`src/ext_ctrl_defs.svh`:
```
// Offsets, field positions, masks, reset values and seed of the extended control block
`ifndef EXT_CTRL_DEFS_SVH
`define EXT_CTRL_DEFS_SVH
`define EXT_CTRL_ADDR 5'h10
`define EXT_OVR_BIT 15
`define EXT_RSV_HI_MSB 14
`define EXT_RSV_HI_LSB 11
`define EXT_PADDR_MSB 10
`define EXT_PADDR_LSB 6
`define EXT_SCR_TEST_BIT 5
`define EXT_RSV4_BIT 4
`define EXT_NRZI_BIT 3
`define EXT_INVCODE_BIT 2
`define EXT_RSV1_BIT 1
`define EXT_SCR_DIS_BIT 0
`define EXT_RW_MASK 16'h802d
`define EXT_RESET_VALUE 16'h0008
`define EXT_PROT_MASK 16'h0000
`define EXT_LFSR_SEED 11'h7ff
`define EXT_FIFO_DEPTH 8
`endif

```
`src/ext_ctrl_pkg.sv`:
```
// Types shared by the extended control block
package ext_ctrl_pkg;
   // One transmit nibble from the MAC side
   typedef struct packed {
      logic tx_er;
      logic [3:0] nibble;
   } tx_nib_t;
   // One management write
   typedef struct packed {
      logic [4:0] reg_addr;
      logic [15:0] data;
   } mgmt_wr_t;
   // Line-stage state
   typedef enum logic [1:0] {
      LN_IDLE = 2'b00,
      LN_RUN = 2'b01
   } line_state_t;
endpackage

```
`src/nib_fifo.sv`:
```
// Small synchronous FIFO with valid/ready on both sides
`timescale 1ns/10ps
module nib_fifo #(
   parameter int WIDTH = 5,
   parameter int DEPTH = 8
) (
   input wire logic clk,
   input wire logic rstn,
   input wire logic [WIDTH-1:0] in_data,
   input wire logic in_valid,
   output logic in_ready,
   output logic [WIDTH-1:0] out_data,
   output logic out_valid,
   input wire logic out_ready
);
   localparam int AW = $clog2(DEPTH);
   logic [WIDTH-1:0] mem [DEPTH]; // Storage array
   logic [AW-1:0] wr_ptr_r; // Write pointer
   logic [AW-1:0] rd_ptr_r; // Read pointer
   logic [AW:0] count_r; // Occupancy
   logic push;
   logic pop;

   // Full and empty straight from occupancy
   assign in_ready = (count_r != (AW+1)'(DEPTH));
   assign out_valid = (count_r != '0);
   assign push = in_valid & in_ready;
   assign pop = out_valid & out_ready;
   assign out_data = mem[rd_ptr_r];

   // Storage write, no reset needed
   always_ff @(posedge clk) begin
      if (push) begin
         mem[wr_ptr_r] <= in_data;
      end
   end

   // Pointers wrap at the depth
   always_ff @(posedge clk or negedge rstn) begin
      if (!rstn) begin
         wr_ptr_r <= '0;
         rd_ptr_r <= '0;
      end else begin
         if (push) begin
            wr_ptr_r <= (wr_ptr_r == AW'(DEPTH-1)) ? '0 : wr_ptr_r + 1'b1;
         end
         if (pop) begin
            rd_ptr_r <= (rd_ptr_r == AW'(DEPTH-1)) ? '0 : rd_ptr_r + 1'b1;
         end
      end
   end

   // Occupancy count
   always_ff @(posedge clk or negedge rstn) begin
      if (!rstn) begin
         count_r <= '0;
      end else if (push && !pop) begin
         count_r <= count_r + 1'b1;
      end else if (pop && !push) begin
         count_r <= count_r - 1'b1;
      end
   end
endmodule // nib_fifo

```
`src/phy_extended_control.sv`:
```
// Extended control register and the 100M transmit test path it steers
`timescale 1ns/10ps
`include "ext_ctrl_defs.svh"
// Overview of operation
// - Override bit lets next write change protected bits
// - Override bit self-clears after next write, unless that write to this register sets it again
// - Reserved bits 14:11, 4, 1 read zero
// - Port address caught from pins at reset
// - Soft reset keeps latched port address
// - Scrambler test mode forces lock loss
// - Line coding bit picks NRZ or NRZI at 100 Mb/s; always NRZ otherwise
// - Invalid code bit clear: standard 4B/5B only
// - Forced nibbles 0-7 map to leading-zero codes
// - Forced 8-b map 00000,01101,01100,10001
// - Forced c-f map 10000,11001,11000,11111
// - Scrambler disable bypasses scrambler and descrambler
// - Scrambling only in 100 Mb/s mode
module phy_extended_control #(
   parameter int FIFO_DEPTH = `EXT_FIFO_DEPTH
) (
   input wire logic clk,
   input wire logic rstn,
   input wire logic soft_reset,
   input wire logic wr_en,
   input wire ext_ctrl_pkg::mgmt_wr_t wr,
   input wire logic [4:0] rd_addr,
   output logic [15:0] rd_data,
   input wire logic [15:0] prot_mask,
   output logic override_active,
   input wire logic port_addr4_pin,
   input wire logic port_addr3_pin,
   input wire logic port_addr2_pin,
   input wire logic port_addr1_pin,
   input wire logic port_addr0_pin,
   output logic [4:0] port_addr,
   input wire logic speed_100,
   input wire ext_ctrl_pkg::tx_nib_t tx_in,
   input wire logic tx_in_valid,
   output logic tx_in_ready,
   output logic tx_bit,
   input wire logic rx_bit,
   output logic rx_bit_out,
   output logic scr_lock_lost
);
   logic [15:0] ctrl_r; // Writable control bits
   logic [4:0] paddr_r; // Latched port address
   logic [4:0] pin_s1_r; // Pin synchroniser stage one
   logic [4:0] pin_s2_r; // Pin synchroniser stage two
   logic paddr_cap_r; // Capture still pending after reset release
   logic write_here;
   logic [15:0] wr_mask;
   logic [15:0] eff_mask;
   logic [4:0] code5;
   logic [4:0] fifo_data;
   logic fifo_valid;
   logic sh_ready;
   logic [4:0] shift_r; // Symbol shift register
   logic [2:0] bit_cnt_r; // Bits left in current symbol
   ext_ctrl_pkg::line_state_t ln_state_r; // Line stage state
   logic [10:0] tx_lfsr_r; // Transmit scrambler
   logic [10:0] rx_lfsr_r; // Receive descrambler
   logic nrz_prev_r; // Last NRZI line level
   logic scr_on;
   logic serial_bit;
   logic scr_bit;
   logic tx_bit_r;
   logic rx_out_r;

   assign write_here = wr_en && (wr.reg_addr == `EXT_CTRL_ADDR);

   // prot_mask is gated by EXT_PROT_MASK (zero), so every writable bit changes without override
   assign eff_mask = `EXT_RW_MASK & ~(prot_mask & `EXT_PROT_MASK);
   assign wr_mask = ctrl_r[`EXT_OVR_BIT] ? `EXT_RW_MASK : eff_mask;

   // Control register, soft reset returns defaults
   always_ff @(posedge clk or negedge rstn) begin
      if (!rstn) begin
         ctrl_r <= `EXT_RESET_VALUE;
      end else if (soft_reset) begin
         ctrl_r <= `EXT_RESET_VALUE;
      end else if (write_here) begin
         // Reserved positions never stored
         ctrl_r <= (wr.data & wr_mask) | (ctrl_r & ~wr_mask);
      end else if (wr_en) begin
         // Any other register write consumes the override
         ctrl_r[`EXT_OVR_BIT] <= 1'b0;
      end
   end

   assign override_active = ctrl_r[`EXT_OVR_BIT];

   // Pins pass two flops first; no reset, so the pin level is already settled at release
   always_ff @(posedge clk) begin
      pin_s1_r <= {port_addr4_pin, port_addr3_pin, port_addr2_pin,
                   port_addr1_pin, port_addr0_pin};
      pin_s2_r <= pin_s1_r;
   end

   // Capture the address once the synchroniser has settled after reset
   always_ff @(posedge clk or negedge rstn) begin
      if (!rstn) begin
         paddr_r <= 5'h00;
         paddr_cap_r <= 1'b1;
      end else if (paddr_cap_r) begin
         paddr_r <= pin_s2_r;
         paddr_cap_r <= 1'b0;
      end
      // Soft reset deliberately absent here
   end

   assign port_addr = paddr_r;

   // Readback: reserved bits zero, address from latch
   always_comb begin
      rd_data = 16'h0000;
      if (rd_addr == `EXT_CTRL_ADDR) begin
         rd_data = ctrl_r & `EXT_RW_MASK;
         rd_data[`EXT_PADDR_MSB:`EXT_PADDR_LSB] = paddr_r;
      end
   end

   // 4B/5B encoder with forced invalid-code table
   always_comb begin
      code5 = 5'h00;
      if (ctrl_r[`EXT_INVCODE_BIT] && tx_in.tx_er) begin
         case (tx_in.nibble)
            4'h8: code5 = 5'h00;
            4'h9: code5 = 5'h0d;
            4'ha: code5 = 5'h0c;
            4'hb: code5 = 5'h11;
            4'hc: code5 = 5'h10;
            4'hd: code5 = 5'h19;
            4'he: code5 = 5'h18;
            4'hf: code5 = 5'h1f;
            default: code5 = {1'b0, tx_in.nibble};
         endcase
      end else begin
         case (tx_in.nibble)
            4'h0: code5 = 5'h1e;
            4'h1: code5 = 5'h09;
            4'h2: code5 = 5'h14;
            4'h3: code5 = 5'h15;
            4'h4: code5 = 5'h0a;
            4'h5: code5 = 5'h0b;
            4'h6: code5 = 5'h0e;
            4'h7: code5 = 5'h0f;
            4'h8: code5 = 5'h12;
            4'h9: code5 = 5'h13;
            4'ha: code5 = 5'h16;
            4'hb: code5 = 5'h17;
            4'hc: code5 = 5'h1a;
            4'hd: code5 = 5'h1b;
            4'he: code5 = 5'h1c;
            default: code5 = 5'h1d;
         endcase
      end
   end

   // Symbol FIFO between encoder and serialiser
   nib_fifo #(
      .WIDTH(5),
      .DEPTH(FIFO_DEPTH)
   ) u_fifo (
      .clk(clk),
      .rstn(rstn),
      .in_data(code5),
      .in_valid(tx_in_valid),
      .in_ready(tx_in_ready),
      .out_data(fifo_data),
      .out_valid(fifo_valid),
      .out_ready(sh_ready)
   );

   // Serialiser takes a symbol when its last bit is out
   assign sh_ready = (ln_state_r == ext_ctrl_pkg::LN_IDLE) || (bit_cnt_r == 3'd1);

   // Shift symbols MSB first; idle sends ones
   always_ff @(posedge clk or negedge rstn) begin
      if (!rstn) begin
         shift_r <= 5'h1f;
         bit_cnt_r <= 3'd0;
         ln_state_r <= ext_ctrl_pkg::LN_IDLE;
      end else begin
         case (ln_state_r)
            ext_ctrl_pkg::LN_IDLE: begin
               shift_r <= 5'h1f;
               if (fifo_valid) begin
                  shift_r <= fifo_data;
                  bit_cnt_r <= 3'd5;
                  ln_state_r <= ext_ctrl_pkg::LN_RUN;
               end
            end
            ext_ctrl_pkg::LN_RUN: begin
               if (bit_cnt_r == 3'd1) begin
                  if (fifo_valid) begin
                     shift_r <= fifo_data;
                     bit_cnt_r <= 3'd5;
                  end else begin
                     shift_r <= 5'h1f;
                     bit_cnt_r <= 3'd0;
                     ln_state_r <= ext_ctrl_pkg::LN_IDLE;
                  end
               end else begin
                  shift_r <= {shift_r[3:0], 1'b1};
                  bit_cnt_r <= bit_cnt_r - 3'd1;
               end
            end
            default: begin
               ln_state_r <= ext_ctrl_pkg::LN_IDLE;
            end
         endcase
      end
   end

   assign serial_bit = shift_r[4];

   // Scrambling only at 100M and when not disabled
   assign scr_on = speed_100 && !ctrl_r[`EXT_SCR_DIS_BIT];
   assign scr_bit = scr_on ? (serial_bit ^ tx_lfsr_r[10]) : serial_bit;

   // Transmit scrambler keystream
   always_ff @(posedge clk or negedge rstn) begin
      if (!rstn) begin
         tx_lfsr_r <= `EXT_LFSR_SEED;
      end else begin
         tx_lfsr_r <= {tx_lfsr_r[9:0], tx_lfsr_r[10] ^ tx_lfsr_r[8]};
      end
   end

   // Line coding: NRZ passes through, NRZI toggles on one
   always_ff @(posedge clk or negedge rstn) begin
      if (!rstn) begin
         nrz_prev_r <= 1'b0;
         tx_bit_r <= 1'b0;
      end else if (ctrl_r[`EXT_NRZI_BIT] && speed_100) begin
         nrz_prev_r <= nrz_prev_r ^ scr_bit;
         tx_bit_r <= nrz_prev_r ^ scr_bit;
      end else begin
         nrz_prev_r <= scr_bit;
         tx_bit_r <= scr_bit;
      end
   end

   assign tx_bit = tx_bit_r;

   // Descrambler; test mode knocks it out of lock
   always_ff @(posedge clk or negedge rstn) begin
      if (!rstn) begin
         rx_lfsr_r <= `EXT_LFSR_SEED;
         rx_out_r <= 1'b0;
         scr_lock_lost <= 1'b0;
      end else begin
         scr_lock_lost <= ctrl_r[`EXT_SCR_TEST_BIT];
         if (ctrl_r[`EXT_SCR_TEST_BIT]) begin
            rx_lfsr_r <= `EXT_LFSR_SEED;
         end else begin
            rx_lfsr_r <= {rx_lfsr_r[9:0], rx_lfsr_r[10] ^ rx_lfsr_r[8]};
         end
         rx_out_r <= scr_on ? (rx_bit ^ rx_lfsr_r[10]) : rx_bit;
      end
   end

   assign rx_bit_out = rx_out_r;
endmodule // phy_extended_control

```
`config.mk`:
```
export PLATFORM = sky130hd
export DESIGN_NAME = phy_extended_control
export DESIGN_NICKNAME = d
export VERILOG_FILES = /design/src/ext_ctrl_pkg.sv /design/src/nib_fifo.sv /design/src/phy_extended_control.sv
export VERILOG_INCLUDE_DIRS = /design/src
export SDC_FILE = /design/constraint.sdc
export NUM_CORES = 1
export LEC_CHECK = 0
export ABC_CLOCK_PERIOD_IN_PS = 2700
export BUFFER_PORTS_ARGS = -buffer_cell sky130_fd_sc_hd__clkbuf_2
export CORE_UTILIZATION = 49
export DETAILED_ROUTE_END_ITERATION = 7
export PLACE_DENSITY = 0.72
export REMOVE_ABC_BUFFERS = 1
export SLEW_MARGIN = 5
export SYNTH_ARGS = -nofsm -noshare
export SYNTH_HDL_FRONTEND = slang
export SYNTH_SLANG_ARGS = --single-unit
```
`constraint.sdc`:
```
create_clock -name clk -period 2.7 [get_ports clk]
set_clock_uncertainty 0.05 [all_clocks]
set_input_delay 0.405 -clock clk [delete_from_list [all_inputs] [get_ports clk]]
set_output_delay 0.405 -clock clk [all_outputs]
set_load 0.05 [all_outputs]
```
# Word-level counts from Yosys, hierarchy flattened
# Memories as Yosys holds them, arrays and structs flattened.
# Index checks and enable logic that the tools add are counted.
# classes
n_addsub	5
n_mul	0
div_mod_pow	0
n_lt_le_gt_ge	0
n_eq_ne	18
shift	0
mux	28
n_bitwise	8
n_reduce_logical	18
# ops
cell	count
$pmux 5 s8	1
$eq 4x4->1 const B	8
$mux 16	2
$or 16x15->16	1
$mux 15	1
$mux 3	5
$mux 5	3
$mux 11	1
$eq 5x5->1 const B	2
$pmux 5 s2	1
$mux 4	2
$mux 1	7
$add 3x1->3 const B	2
$eq 3x3->1 const B	2
$logic_and 1x1->1	6
$mux 2	3
$pmux 3 s2	1
$reduce_bool 2->1	3
$xor 1x1->1	5
$add 4x1->4 const B	1
$ne 2x2->1 const B	2
$ne 4x4->1 const B	1
$pmux 2 s2	1
$reduce_bool 4->1	1
other kinds (12)	15
# totals
ff_bits	77
latchBits	0
mem_bits_rw	40
romBits	80
input_bits	59
out_inout_bits	26
elab_cells	96
mem_count	2
# mem_list
memory	depth	word_bits	read_ports	rd_clocked_by_memory_dff	wr	line	rtl
(no name shown)	16	5	1	0	0	phy_extended_control.sv:138	case (tx_in.nibble)
u_fifo.mem	8	5	1	0	1	nib_fifo.sv:17	logic [WIDTH-1:0] mem [DEPTH];

# Longest topological paths before layout
# depth
depth_word	6
depth_mapped	14
mapped_depth_nobuf	13

# Modules after synthesis
# A second synthesis with hierarchy kept.
# unflattened
cells_unflattened	297
area_unflattened_um2	4349.2
# modules_own_cells
module	instances	cells_per_inst	area_each_um2	seq_area_each_um2
nib_fifo	1	122	2214.6	1451.4
phy_extended_control	1	175	2134.5	1362.6

# Worst setup path after synthesis
# Ideal clock, no wire load.
# synth_path
path_type	register -> register
startpoint	reg u_fifo.count_r[0]
endpoint	reg u_fifo.count_r[3]
t_arrival_ps	2615
required_ps	2514
slack_ps	-101
path_stages_with_launch	11
path_buffers	0
period_less_slack_ps	2801
cell_sequence	dfrtp_1 nor3_1 nand2_1 nand2_1 inv_1 ha_1 inv_1 ha_1 a21o_2 a2111oi_0 o31ai_1
# synth_via
elab_chain_cells	5
elab_cells_between_ends	13
cone_classes	2 x add/sub; 1 x eq/ne; 2 x mux; 2 x bitwise; 6 x reduce/logical
# synth_rtl
element	line	rtl
start, declared	nib_fifo.sv:20	logic [AW:0] count_r;
start signal, assigned	nib_fifo.sv:58	count_r <= count_r + 1'b1;
start signal, assigned	nib_fifo.sv:60	count_r <= count_r - 1'b1;
$ne 4x4->1 (*)	nib_fifo.sv:25	assign in_ready = (count_r != (AW+1)'(DEPTH));
named net tx_in_ready	phy_extended_control.sv:39	output logic tx_in_ready,
$and 1x1->1 (*)	nib_fifo.sv:27	assign push = in_valid & in_ready;
named net u_fifo.push	nib_fifo.sv:21	logic push;
$logic_not 1->1	nib_fifo.sv:59	end else if (pop && !push) begin
$logic_and 1x1->1	nib_fifo.sv:59	
$reduce_bool 2->1 (no line)	n/a	
# The timed path passes the listed nets; every way through them passes the cells marked *. The select of a mux whose other input is x is not followed.
# A chain may end at the register's enable or synchronous reset.

# Final worst setup path
# layout_path
startpoint	reg bit_cnt_r[1]
endpoint	reg u_fifo.count_r[3]
# layout_via
elab_chain_cells	6
elab_cells_between_ends	8
cone_classes	1 x eq/ne; 1 x mux; 1 x bitwise; 5 x reduce/logical
# layout_rtl
element	line	rtl
start, declared	phy_extended_control.sv:58	logic [2:0] bit_cnt_r;
start signal, assigned	phy_extended_control.sv:205	bit_cnt_r <= bit_cnt_r - 3'd1;
$eq 3x1->1 (*)	phy_extended_control.sv:175	assign sh_ready = (ln_state_r == ext_ctrl_pkg::LN_IDLE) || (bit_cnt_r == 3'd1);
$logic_or 1x1->1 (*)	phy_extended_control.sv:175	
$and 1x1->1 (*)	nib_fifo.sv:28	assign pop = out_valid & out_ready;
$logic_not 1->1	nib_fifo.sv:57	end else if (push && !pop) begin
$logic_and 1x1->1	nib_fifo.sv:57	
$mux 4 / $reduce_bool 2->1 (equally long branches)	n/a	
# Every way passes the cells marked *; elsewhere a longest branch is shown, timed or not.

==> results.tsv <==
metric	value	unit
fin_hold_ws	0.0785	ns
yosysMostFrequentCell	edfxtp_1	
startpoint_type	flop	
multiInputGateArea	0.00129	mm²
start_util	51.0	%
synth_warnings	0	
ff_latch_area	0.00282	mm²
tightest_slew	0.872	ns
place_hpwl	4820	µm
grtUsageTotal	16.9	%
total_power	4.53	mW
path_clk_slew	0.11	ns
n_antenna_cell	0	
wl	6920	µm
area_growth	14.0	%
antenna_found_initial	0	
endpoint_kind	flop	
post_synth_num_cell_types	43	
drt_first_pass_iters	4	
arrival	2.82	ns
htree_levels	3	
p_per_area	945	mW/mm²
die_x	94.7	µm
avgRoutedWirePerCell	14.9	µm
cts_sinks	105	
ant_nets	0	
hold_viol	0	
coreArea	0.00826	mm²
critPathTopFamily	compound AO/OA/AOI/OAI gates	
drv_cap	0	
clockBufferDepth	2	
period_needed	2.63	ns
vias	2430	
yosys_most_used_dff	edfxtp_1	
grt_max_degree	32	
slew_headroom	41.3	%
num_io_pins	85	
fp.dieH	94.7	µm
numCtsBuffers	9	
grt_overflow_total	0	
p_leak	2.02	nW
hold_class	input port to flop	
gp_congestion	0.703	
status	completed	
layout.nets	423	
fin_area	0.00480	mm²
async_flop_share	52.4	%
critPathBufInv	4	
worstPathMaxFanout	4	
synth_area_leaders	edfxtp_1 29%, dfstp_2 18%, dfrtp_1 15%	
die_area	0.00897	mm²
synth-edff-count	40	
slew_viol_final	0	
synth_area	0.00421	mm²
synthCells	292	
ir_drop	553	µV
clockRootBuffer	clkbuf_8	
placed_area	0.00459	mm²
synth_top_area_share	28.5	%
fin_crit_sh	97.4	%
layout-drive-gt1-share	39.8	%
fp-row-count	33	
ys_ff_latch	105	
fill_cells	659	
synth_common_cells	40 x edfxtp_1, 29 x dfstp_2, 26 x dfrtp_1	
drt_first_iter_violations	82	
drc	0	
final_core_util	58.1	%
cp_slowest_stage_delay	0.43	ns
cp.required	2.89	ns
cpMaxStageDelayCell	a2111oi_1	
clock_latency	0.37	ns
portBuffers	51	
yosysTopAreaCell	edfxtp_1	
setup_viol	0	
vias_per_cell	5.24	
cts_tree	built	
crit_type	flop to flop	
cp_cell_sequence	inv_1 > ha_1 > inv_1 > o21ai_1 > nor2b_2 > inv_1 > ha_1 > inv_1 > ha_1 > a21o_2 > a2111oi_1 > o31ai_1	
grt_pass1_vias	2366	
grt_first_pass_wirelength	11100	µm
syn_area_per_cell	14.4	µm²
yosysSeqAreaShare	66.8	%
max_freq	380	MHz
path_common_cell	inv_1	
routing by layer:
layer	routed length (µm)	GRT usage, %	share of wire (%)
met5	0	0	0
met4	94	5.68	1.4
met3	287	4.67	4.1
met2	3430	27.9	50
met1	3110	21.4	45
report_power, final:
group	internal, mW	switching, mW	total (mW)
clock	0.363	0.564	0.927
sequential	2.07	0.298	2.37
combinational	0.630	0.609	1.24
total	3.06	1.47	4.53
final timing paths:
| check | depth (start not counted) | slack, ns | end | from |
|---|---|---|---|---|
| setup / recovery | 12 | 0.07 | u_fifo.count_r[3]$_DFFE_PN0P_ | bit_cnt_r[1]$_DFFE_PN0P_ |
| hold reg to reg | 0 | 0.29 | pin_s2_r[0]$_DFF_P_ | pin_s1_r[0]$_DFF_P_ |
| min in group asynchronous | 3 | 0.51 | port_addr[2]$_DFFE_PN0P_ | rstn |
| setup reg to reg | 12 | 0.07 | u_fifo.count_r[3]$_DFFE_PN0P_ | bit_cnt_r[1]$_DFFE_PN0P_ |
| hold / removal | 1 | 0.08 | pin_s1_r[3]$_DFF_P_ | port_addr3_pin |
| max in group asynchronous | 3 | 1.72 | shift_r[0]$_DFF_PN1_ | rstn |
cell type report:
class                      instances  area share [%]
clock buffer                       9            2.58
clock inverter                     7            1.38
inverter                           9           0.704
multi-input combinational        168            27.0
sequential                       105            58.7
tap                              105            2.74
timing repair buffer              61            6.94
sequential cells by signal (all words and copies together), names as in the netlist, 3 cells and up:
register         cells
ctrl_r               5
u_fifo.mem          40
u_fifo.count_r       4
tx_lfsr_r           11
u_fifo.wr_ptr_r      3
rx_lfsr_r           11
u_fifo.rd_ptr_r      3
port_addr            5
pin_s2_r             5
pin_s1_r             5
shift_r              5
bit_cnt_r            3
per-stage QoR:
| stage | instances | setup WS (ns) | setup TNS, ns |
|---|---|---|---|
| 6_report | 464 | 0.0705 | 0 |
| 3_3_place_gp | 447 | 0.204 | 0 |
| 5_1_grt | 464 | -0.00150 | -0.00150 |
| 3_5_place_dp | 447 | 0.0876 | 0 |
| 4_1_cts | 464 | 0.0578 | 0 |
| 2_1_floorplan | 282 | -0.143 | -0.143 |
cells by family after synthesis:
group	synth area share [%]
buffers and inverters	3.06
AO/OA/AOI/OAI	4.96
XOR/XNOR	1.46
flip-flops	66.8
adder cells (fa/ha/maj)	3.15
multiplexers	10.7
other	0.0891
AND/OR/NAND/NOR	9.75
layout by cell type (no fill, tap or decap), types with 2 or more instances in the layout:
| cell type | synthesis | layout |
|---|---|---|
| a211oi_1 | 2 | 2 |
| a21oi_1 | 12 | 12 |
| and3_1 | 10 | 10 |
| buf_4 | 7 | 9 |
| clkbuf_2 | 0 | 51 |
| clkbuf_8 | 0 | 9 |
| conb_1 | 1 | 7 |
| dfrtp_1 | 26 | 24 |
| dfrtp_2 | 0 | 2 |
| dfstp_2 | 29 | 29 |
| dfxtp_1 | 10 | 10 |
| edfxtp_1 | 40 | 40 |
| ha_1 | 9 | 9 |
| inv_1 | 9 | 9 |
| inv_6 | 0 | 4 |
| inv_8 | 0 | 2 |
| mux2_2 | 12 | 12 |
| mux2i_1 | 9 | 9 |
| mux4_2 | 10 | 10 |
| nand2_1 | 18 | 17 |
| nand2b_1 | 4 | 4 |
| nand3_1 | 2 | 2 |
| nor2_1 | 17 | 17 |
| nor2b_1 | 3 | 3 |
| nor3_1 | 9 | 9 |
| nor4_1 | 3 | 3 |
| o21ai_0 | 9 | 9 |
| or2_2 | 10 | 10 |
| xnor2_1 | 5 | 5 |
| xor2_1 | 2 | 2 |
what timing repair did:
action | CTS | global route
hold buffers | 1 | 0
hold endpoints to repair | 20 | 0
endpoints found under the setup margin | 0 | 1
setup buffers | 0 | 0
gates resized for setup | 0 | 4
(Power assumes the default switching activity.)
